<file path="config.mk">
export PLATFORM = sky130hd
export DESIGN_NAME = pio_top
export DESIGN_NICKNAME = d
export VERILOG_FILES = /design/src/pio_pin_bank.v /design/src/pio_top.v
export VERILOG_INCLUDE_DIRS = /design/src /design/src/src
export SDC_FILE = /design/constraint.sdc
export NUM_CORES = 1
export LEC_CHECK = 0
export BUFFER_PORTS_ARGS = -buffer_cell sky130_fd_sc_hd__buf_2
export CAP_MARGIN = 20
export CORE_ASPECT_RATIO = 1.5
export CORE_MARGIN = 2
export CORE_UTILIZATION = 45
export CTS_BUF_LIST = sky130_fd_sc_hd__clkbuf_8
export DETAILED_ROUTE_END_ITERATION = 10
export PLACE_DENSITY = 0.73
export SLEW_MARGIN = 30
export SYNTH_ARGS = -nofsm -noshare
export SYNTH_HDL_FRONTEND = slang
export SYNTH_HIERARCHICAL = 1
export SYNTH_SLANG_ARGS = --single-unit
</file>
<file path="constraint.sdc">
create_clock -name i_mclk -period 2.3 [get_ports i_mclk]
set_input_delay 0.23 -clock i_mclk [delete_from_list [all_inputs] [get_ports i_mclk]]
set_output_delay 0.23 -clock i_mclk [all_outputs]
set_load 0.02 [all_outputs]
</file>
<file path="src/pio_map.vh">
// pio_map.vh: port widths and reset values for the parallel i/o block
// assumes: included by the pio design files only
`ifndef PIO_MAP_VH
`define PIO_MAP_VH
`define PIO_WIDE_W 8
`define PIO_NARROW_W 3
`define PIO_WIDE_RST 8'h00
`define PIO_NARROW_RST 3'h0
// legacy mode: bits 2:1 output, bit 0 input
`define PIO_LEGACY_DIR 3'h6
`define PIO_LEGACY_DIR_MASK 3'h7
// external reset filter: minimum low time and cycle count
`define PIO_RST_MIN_NS 1500
`define PIO_CLK_NS 40
// 1500 ns at a 40 ns clock, rounded up
`define PIO_RST_MIN_CYC 6'h26
`define PIO_RST_CNT_W 6
`endif

</file>
<file path="src/pio_pin_bank.v">
// pio_pin_bank.v: one bank of bidirectional pins with per-bit pull-ups
// assumes: asynchronous active-high reset from the top, pins resolved outside
`timescale 1ns/1ps
`default_nettype none
`include "pio_map.vh"
module pio_pin_bank #(
	parameter W = 8
) (
	// clock and reset
	input wire i_mclk,
	input wire i_rst,
	// core side
	input wire i_wr,
	input wire [W-1:0] i_dir,
	input wire [W-1:0] i_out,
	input wire [W-1:0] i_pull,
	input wire [W-1:0] i_force_mask,
	input wire [W-1:0] i_force_dir,
	output reg [W-1:0] o_in,
	// pin side
	input wire [W-1:0] i_pin,
	output reg [W-1:0] o_pin,
	output reg [W-1:0] o_pin_oe,
	output reg [W-1:0] o_pull_en
);
	reg [W-1:0] dir_reg;
	reg [W-1:0] out_reg;
	reg [W-1:0] pull_reg;
	reg [W-1:0] sync1_reg;
	genvar b;
	// ==========================================
	// per-bit control
	generate
		for (b = 0; b < W; b = b + 1) begin : g_bit
			wire dir_eff;
			assign dir_eff = i_force_mask[b] ? i_force_dir[b] : dir_reg[b];
			always @(posedge i_mclk or posedge i_rst) begin
				if (i_rst) begin
					dir_reg[b] <= 1'b0;
					out_reg[b] <= 1'b0;
					pull_reg[b] <= 1'b0;
					o_pin[b] <= 1'b0;
					o_pin_oe[b] <= 1'b0;
					o_pull_en[b] <= 1'b0;
					sync1_reg[b] <= 1'b0;
					o_in[b] <= 1'b0;
				end else begin
					if (i_wr) begin
						dir_reg[b] <= i_dir[b];
						out_reg[b] <= i_out[b];
						pull_reg[b] <= i_pull[b];
					end
					o_pin[b] <= out_reg[b];
					o_pin_oe[b] <= dir_eff;
					// pull-up only on inputs driven high
					o_pull_en[b] <= ~dir_eff & out_reg[b] & pull_reg[b];
					sync1_reg[b] <= i_pin[b];
					o_in[b] <= sync1_reg[b];
				end
			end
		end
	endgenerate
endmodule
`default_nettype wire

</file>
<file path="src/pio_top.v">
// pio_top.v: four 8-bit ports and one 3-bit port, pins and core side
// assumes: core writes settings per port; board resolves pins from oe
// Notes on behaviour
// - four eight-bit ports, each pin separately input or output
// - one three-bit port with the same per-pin direction control
// - each pin has its own pull-up, enabled only while it is an input with its output bit high
// - any reset tri-states all pins at once, no clock needed
// - external low reset past minimum length resets, even without clock
// - legacy fuse forces narrow port bits 2:1 out, bit 0 in
`timescale 1ns/1ps
`default_nettype none
`include "pio_map.vh"
module pio_top (
	// clock and reset
	input wire i_mclk,
	input wire i_rst,
	input wire i_ext_rst_n,
	input wire i_legacy_compat_fuse,
	// core write strobes, one per port
	input wire [4:0] i_port_wr,
	input wire [`PIO_WIDE_W*4-1:0] i_wide_dir,
	input wire [`PIO_WIDE_W*4-1:0] i_wide_out,
	input wire [`PIO_WIDE_W*4-1:0] i_wide_pull,
	input wire [`PIO_NARROW_W-1:0] i_narrow_dir,
	input wire [`PIO_NARROW_W-1:0] i_narrow_port_output,
	input wire [`PIO_NARROW_W-1:0] i_narrow_pull,
	// core read side
	output wire [`PIO_WIDE_W*4-1:0] o_wide_in,
	output wire [`PIO_NARROW_W-1:0] o_narrow_in,
	output reg o_rst_active,
	// pins
	input wire [`PIO_WIDE_W-1:0] i_port_one_pins,
	input wire [`PIO_WIDE_W-1:0] i_port_two_pins,
	input wire [`PIO_WIDE_W-1:0] i_port_three_pins,
	input wire [`PIO_WIDE_W-1:0] i_port_four_pins,
	input wire [`PIO_NARROW_W-1:0] i_narrow_port_pins,
	output wire [`PIO_WIDE_W*4-1:0] o_wide_pins,
	output wire [`PIO_WIDE_W*4-1:0] o_wide_pins_oe,
	output wire [`PIO_WIDE_W*4-1:0] o_wide_pull_en,
	output wire [`PIO_NARROW_W-1:0] o_narrow_port_pins,
	output wire [`PIO_NARROW_W-1:0] o_narrow_port_pins_oe,
	output wire [`PIO_NARROW_W-1:0] o_narrow_pull_en
);
	// ==========================================
	// external reset: async assert, filtered release
	localparam [1:0] RF_IDLE = 2'b00;
	localparam [1:0] RF_COUNT = 2'b01;
	localparam [1:0] RF_HOLD = 2'b10;
	reg [1:0] rf_state_reg;
	reg [1:0] rf_state_next;
	reg [`PIO_RST_CNT_W-1:0] low_cnt_reg;
	reg [`PIO_RST_CNT_W-1:0] low_cnt_next;
	reg ext_s1_reg;
	reg ext_s2_reg;
	reg ext_hold_reg;
	reg ext_hold_next;
	wire [`PIO_RST_CNT_W-1:0] rst_min_cyc;
	wire ext_low;
	wire bank_rst;
	assign rst_min_cyc = `PIO_RST_MIN_CYC;
	assign ext_low = ~ext_s2_reg;

	// ==========================================
	// pin synchroniser, two flops
	always @(posedge i_mclk or posedge i_rst) begin
		if (i_rst) begin
			ext_s1_reg <= 1'b1;
			ext_s2_reg <= 1'b1;
		end else begin
			ext_s1_reg <= i_ext_rst_n;
			ext_s2_reg <= ext_s1_reg;
		end
	end

	// ==========================================
	// low-time filter, next state
	always @* begin
		rf_state_next = rf_state_reg;
		low_cnt_next = low_cnt_reg;
		ext_hold_next = ext_hold_reg;
		case (rf_state_reg)
			RF_IDLE: begin
				low_cnt_next = 6'h00;
				ext_hold_next = 1'b0;
				if (ext_low) begin
					rf_state_next = RF_COUNT;
					low_cnt_next = 6'h01;
				end
			end
			RF_COUNT: begin
				if (!ext_low) begin
					rf_state_next = RF_IDLE;
					low_cnt_next = 6'h00;
				end else if (low_cnt_reg < rst_min_cyc) begin
					low_cnt_next = low_cnt_reg + 6'h01;
				end else begin
					rf_state_next = RF_HOLD;
					ext_hold_next = 1'b1;
				end
			end
			RF_HOLD: begin
				if (!ext_low) begin
					rf_state_next = RF_IDLE;
					low_cnt_next = 6'h00;
					ext_hold_next = 1'b0;
				end
			end
			default: begin
				rf_state_next = RF_IDLE;
				low_cnt_next = 6'h00;
				ext_hold_next = 1'b0;
			end
		endcase
	end

	// ==========================================
	// low-time filter, state registers
	always @(posedge i_mclk or posedge i_rst) begin
		if (i_rst) begin
			rf_state_reg <= RF_IDLE;
			low_cnt_reg <= 6'h00;
			ext_hold_reg <= 1'b0;
		end else begin
			rf_state_reg <= rf_state_next;
			low_cnt_reg <= low_cnt_next;
			ext_hold_reg <= ext_hold_next;
		end
	end

	// ==========================================
	// a long enough low pin resets even with a stopped clock
	assign bank_rst = i_rst | ~i_ext_rst_n | ext_hold_reg;
	always @(posedge i_mclk or posedge bank_rst) begin
		if (bank_rst) begin
			o_rst_active <= 1'b1;
		end else begin
			o_rst_active <= 1'b0;
		end
	end

	// ==========================================
	// wide ports
	wire [`PIO_WIDE_W*4-1:0] wide_pin_in;
	// gather pin levels, port one lowest
	assign wide_pin_in[7:0] = i_port_one_pins;
	assign wide_pin_in[15:8] = i_port_two_pins;
	assign wide_pin_in[23:16] = i_port_three_pins;
	assign wide_pin_in[31:24] = i_port_four_pins;
	genvar p;
	generate
		for (p = 0; p < 4; p = p + 1) begin : g_port
			wire [`PIO_WIDE_W-1:0] port_dir;
			wire [`PIO_WIDE_W-1:0] port_out;
			wire [`PIO_WIDE_W-1:0] port_pull;
			wire [`PIO_WIDE_W-1:0] port_pin;
			assign port_dir = i_wide_dir[p*8 +: 8];
			assign port_out = i_wide_out[p*8 +: 8];
			assign port_pull = i_wide_pull[p*8 +: 8];
			assign port_pin = wide_pin_in[p*8 +: 8];
			pio_pin_bank #(.W(`PIO_WIDE_W)) u_bank (
				.i_mclk(i_mclk),
				.i_rst(bank_rst),
				.i_wr(i_port_wr[p]),
				.i_dir(port_dir),
				.i_out(port_out),
				.i_pull(port_pull),
				.i_force_mask(`PIO_WIDE_RST),
				.i_force_dir(`PIO_WIDE_RST),
				.o_in(o_wide_in[p*8 +: 8]),
				.i_pin(port_pin),
				.o_pin(o_wide_pins[p*8 +: 8]),
				.o_pin_oe(o_wide_pins_oe[p*8 +: 8]),
				.o_pull_en(o_wide_pull_en[p*8 +: 8])
			);
		end
	endgenerate

	// ==========================================
	// legacy fuse synchroniser, two flops
	reg fuse_s1_reg;
	reg fuse_reg;
	always @(posedge i_mclk or posedge i_rst) begin
		if (i_rst) begin
			fuse_s1_reg <= 1'b0;
			fuse_reg <= 1'b0;
		end else begin
			fuse_s1_reg <= i_legacy_compat_fuse;
			fuse_reg <= fuse_s1_reg;
		end
	end

	// ==========================================
	// legacy direction override for the narrow port
	reg [`PIO_NARROW_W-1:0] force_mask;
	reg [`PIO_NARROW_W-1:0] force_dir;
	always @* begin
		force_mask = `PIO_NARROW_RST;
		force_dir = `PIO_NARROW_RST;
		if (fuse_reg) begin
			force_mask = `PIO_LEGACY_DIR_MASK;
			force_dir = `PIO_LEGACY_DIR;
		end
	end

	// ==========================================
	// narrow port
	pio_pin_bank #(.W(`PIO_NARROW_W)) u_narrow (
		.i_mclk(i_mclk),
		.i_rst(bank_rst),
		.i_wr(i_port_wr[4]),
		.i_dir(i_narrow_dir),
		.i_out(i_narrow_port_output),
		.i_pull(i_narrow_pull),
		.i_force_mask(force_mask),
		.i_force_dir(force_dir),
		.o_in(o_narrow_in),
		.i_pin(i_narrow_port_pins),
		.o_pin(o_narrow_port_pins),
		.o_pin_oe(o_narrow_port_pins_oe),
		.o_pull_en(o_narrow_pull_en)
	);
endmodule
`default_nettype wire

</file>
* Yosys cells after proc, flatten, opt, wreduce, memory -nomap -nowiden
Index checks and enable logic that the tools add are counted.
** Word-level totals
- Input port bits :: 149
- Bits in registers :: 294
- Output and inout bits :: 141
** Cells by class
- Bitwise logic cells :: 108
- Equal/unequal tests :: 8
- Multiplexer cells :: 19
- Order comparisons :: 1
- Reduce and logical (&&, ||, !) cells :: 4
- Add/sub/neg operators :: 1
** Operator list (count)
- AND 1 bit :: 70
- inverter 1 bit :: 36
- 2-to-1 mux 6 bit :: 3
- case mux 6 bit (3 select lines) :: 1
- 2-to-1 mux 2 bit :: 4
- inequality test 2 bit (second input constant) :: 4
- 2-to-1 mux 1 bit :: 7
- adder 6 x 1 -> 6 bit (second input constant) :: 1
- < comparator 6 bit (second input constant) :: 1
- 2-to-1 mux 3 bit :: 2
- inequality test 3 bit (second input constant) :: 2
- case mux 2 bit (3 select lines) :: 1
- AND reduction 3 bit :: 2
- == test 2 x 1 -> 1 bit (second input constant) :: 1
- == test 2 bit (second input constant) :: 1
- logical NOT 2 bit :: 1
- bitwise OR 1 bit :: 2
- case mux 1 bit (2 select lines) :: 1
- AND reduction 2 bit :: 1

* Logic depth before layout (Yosys ltp)
- Word-level depth :: 5
- Mapped depth :: 4
- Gate-level depth less buffers :: 4

* Modules after synthesis
The synthesis kept the hierarchy.
** By module, submodules not included
- pio_pin_bank (g_port[0].u_bank ...) :: times used 4, cells an instance 116, area each 2152.1 um^2
- pio_pin_bank (u_narrow) :: times used 1, cells an instance 44, area each 818.3 um^2
- pio_top :: times used 1, cells an instance 70, area each 714.4 um^2

* Worst setup path after synthesis
OpenSTA, ideal clock, no wires.
- Path kind :: register to register
- From :: reg ext_s2_reg
- To :: reg low_cnt_reg[2]
- Arrival :: 1.245 ns
- Clock period less this slack :: 1.380 ns
- Cell stages (with the launch flop) :: 5
- Setup time :: 0.135 ns
- Path buffers :: 1
- Setup slack :: 0.920 ns
- Cell sequence :: dfstp_2 clkbuf_1 nor2_1 a41oi_1 o211ai_1
** On the way
- Word-level cells in the longest chain between the ends :: 2
** Ends and longest elaborated chain
- start, declared :: RTL line pio_top.v:54 : reg ext_s2_reg;
- start signal, assigned :: RTL line pio_top.v:71 : ext_s2_reg <= ext_s1_reg;
- 2-to-1 mux 6 bit, or another cell as far along :: RTL line pio_top.v:91 : if (!ext_low) begin
- case mux 6 bit (3 select lines) or AND reduction 2 bit (tied branches)
- end signal, assigned :: RTL line pio_top.v:125 : low_cnt_reg <= low_cnt_next;
- end, declared :: RTL line pio_top.v:51 : reg [`PIO_RST_CNT_W-1:0] low_cnt_reg;
Several ways; a longest one is shown, not always the timed one.
A chain may end at the register's enable or synchronous reset.

* Worst setup path after layout
- From :: reg o_rst_active
- To :: out o_rst_active
** RTL lines
- start, declared :: RTL line pio_top.v:30 : output reg o_rst_active,
- start signal, assigned :: RTL line pio_top.v:135 : o_rst_active <= 1'b1;
- start signal, assigned :: RTL line pio_top.v:137 : o_rst_active <= 1'b0;
No word-level cell between the ends.

==> metrics <==
outcome complete, no violations; hpwl dp ~15000 um; most common cell after layout, fill and taps aside dfrtp_1; max incr delay on CP approximately 0.53 ns; most frequent cells in the layout dfrtp_1, buf_2, dlygate4sd3_1, mux2_4, conb_1; Arr. time, crit path around 1.2 ns; Hold WC Path Type in2reg; reg2reg path depth 3; die area ~0.024 sq mm; cell depth of the worst setup path 1; final slew viol count 0; largest net degree at the start of global routing 65; #FFs+latches synth just under 300; clk_lat worst skew approximately 0.55 ns; layout cell share with drive strength beyond 1 0.4510; Root Buffer Master clkbuf_8; Final ANT Viol Nets 0; min Tclk post-route ~1.5 ns; initial core utilization 0.4565; worst-path fanout max 1; final setup slack of the worst path between 0.8 and 0.9 ns; quantity of gates resized following cts 0; die height 187.9 um; Rel. slew slack 0.4638; Core ar. about 0.022 sq mm; f_max approximately 680 MHz; Tcrit/Tclk final 0.6362; Synth async-reset ratio 1.000; Ports 290; Synth Cell Area between 0.01 and 0.015 sq mm; R2R Path End low_cnt_reg[0]; H-tree levels 2; Hold Crit Start i_port_wr[4]; Crit. End Element output pin; most used routing layer met2; DIE WIDTH approximately 130 um; WL final roughly 24000 um; number of flops mapped to enable cells by yosys 0; Hold Slack roughly 0.14 ns; row cnt between 60 and 70; Worst Hold Depth 2; CP required 2.07 ns; Setup CP Type reg2out; # Post-CTS Setup Buffers 0; met3 global-route usage 0.06448; met1 Usage GRT 0.2321; RSZ-0062 raised after global routing no; Avg Synthesized Cell Area between 15 and 20 sq um; worst reg2reg setup slack ~0.87 ns; First-pass DRT Iterations 4; static leakage ~7.4 nW; Place WS 0.8292 ns; Top delay family on crit path flip-flops; clk buf depth 3; hold endpoint u_narrow/pull_reg[1]; Synth Flop Type dfrtp_1; GRT Overall Usage 0.2027; Placement Cell Area between 0.01 and 0.015 sq mm; cell area after layout about 0.014 sq mm; CP cell instances buf_2; Worst R2R Start low_cnt_reg[2]; CTS clk-pin slew, worst paths around 0.070 ns; Least-Margin Pin Slew a little over 0.8 ns; sequential-to-total area share from yosys stat 0.7258; setup_tns 0 ns; CTS Sinks 294; Setup Skew approximately 0.023 ns; hold_buf cts roughly 140; first-pass GRT wire length between 30000 and 40000 um; Syn Inst Count between 500 and 600; antenna violations before repair 2; Max Cap Viol 0; I/O Buffers 289; DRT iter0 DRCs 199; # setup viols final 0; CP Launch Type flop; global-route met2 utilization 0.3538; worst-case vdd ir drop ~0.00059 V; TritonCTS buffer count 44; CTS tree built; Area growth, synth to finish 41.94%; Warnings, synthesis 6; wire per inst approximately 17 um; Worst Path Buf+Inv 1; PwrDens 803.7 mW/mm^2; vias 6500; residual DRC count 0; number of global-route vias before repair roughly 7300; final hold violations 0; nets 1262; GR Overflow Total 0; Distinct cells, synth 32; GPL Wtd Cong approximately 0.81; slowest library cell on the worst path dfstp_2; DR vias/cell around 4.6
[power breakdown]
part	total [mW]	internal (mW)	leakage [nW]	switching, mW
Combinational	1.50	0.752	3.28	0.745
Clock	4.25	2.31	0.497	1.94
Sequential	5.82	5.60	3.65	0.215
[logic make-up after synthesis]
group,count (synthesis),synth area share
muxes,140,0.1895
other,1,0.0003698
and+or+nand+nor,101,0.04676
AOI/OAI and AO/OA,13,0.008884
DFF,294,0.7258
xor gates and xnor gates,1,0.0008638
adders and majority gates,1,0.001234
buffers and inverters,27,0.02653
[Yosys cell counts, types with 4 or more instances]
| master | instances | area [sq um] |
|---|---|---|
| dfrtp_1 | 291 | 7282 |
| mux2_4 | 92 | 1381 |
| mux2_2 | 48 | 540.5 |
| nand2_1 | 38 | 142.6 |
| nor2_1 | 38 | 142.6 |
| inv_1 | 10 | 37.54 |
| buf_12 | 8 | 160.2 |
| buf_6 | 5 | 56.30 |
| clkbuf_1 | 4 | 15.01 |
| nand4_1 | 4 | 25.02 |
[cell type report]
| cell class | instances | area, sq um |
|---|---|---|
| well taps | 276 | 345.3 |
| clock buffers | 56 | 770.7 |
| repair buffers | 440 | 2988 |
| fillers | 1477 | 7821 |
| clock inverters | 22 | 133.9 |
| flip-flops and latches | 294 | 7361 |
| diodes | 1 | 2.502 |
| inverters | 10 | 37.54 |
| multi-input cells | 322 | 2755 |
[worst max-delay path by stage]
| stage | start | to | slack (ns) |
|---|---|---|---|
| floorplan | i_rst | g_port[0].u_bank/dir_reg[0] | -0.17 |
| global placement | i_rst | g_port[3].u_bank/out_reg[7] | 0.86 |
| detailed placement | i_rst | g_port[3].u_bank/out_reg[7] | 0.83 |
| CTS | o_rst_active | o_rst_active | 0.78 |
| global route | i_rst | g_port[3].u_bank/out_reg[7] | 0.62 |
| finish | o_rst_active | o_rst_active | 0.84 |
[through the flow]
stage               cells  total power, mW    util
global placement     1199            7.144  0.5427
global route         1421            12.08  0.6479
detailed placement   1199            7.181  0.5427
floorplan             643            6.699       -
finish               1421            11.57  0.6479
CTS                  1420            11.68  0.6478
[per-layer routing]
layer | wire [um] | up-vias | share of wire
met5 | 0 | - | 0
met4 | 678 | 0 | 0.028
met3 | 1984 | 53 | 0.083
met2 | 12290 | 287 | 0.51
met1 | 8942 | 3205 | 0.37
li1 | - | 2955 | -
No activity file was read; power rests on OpenSTA's default activity.
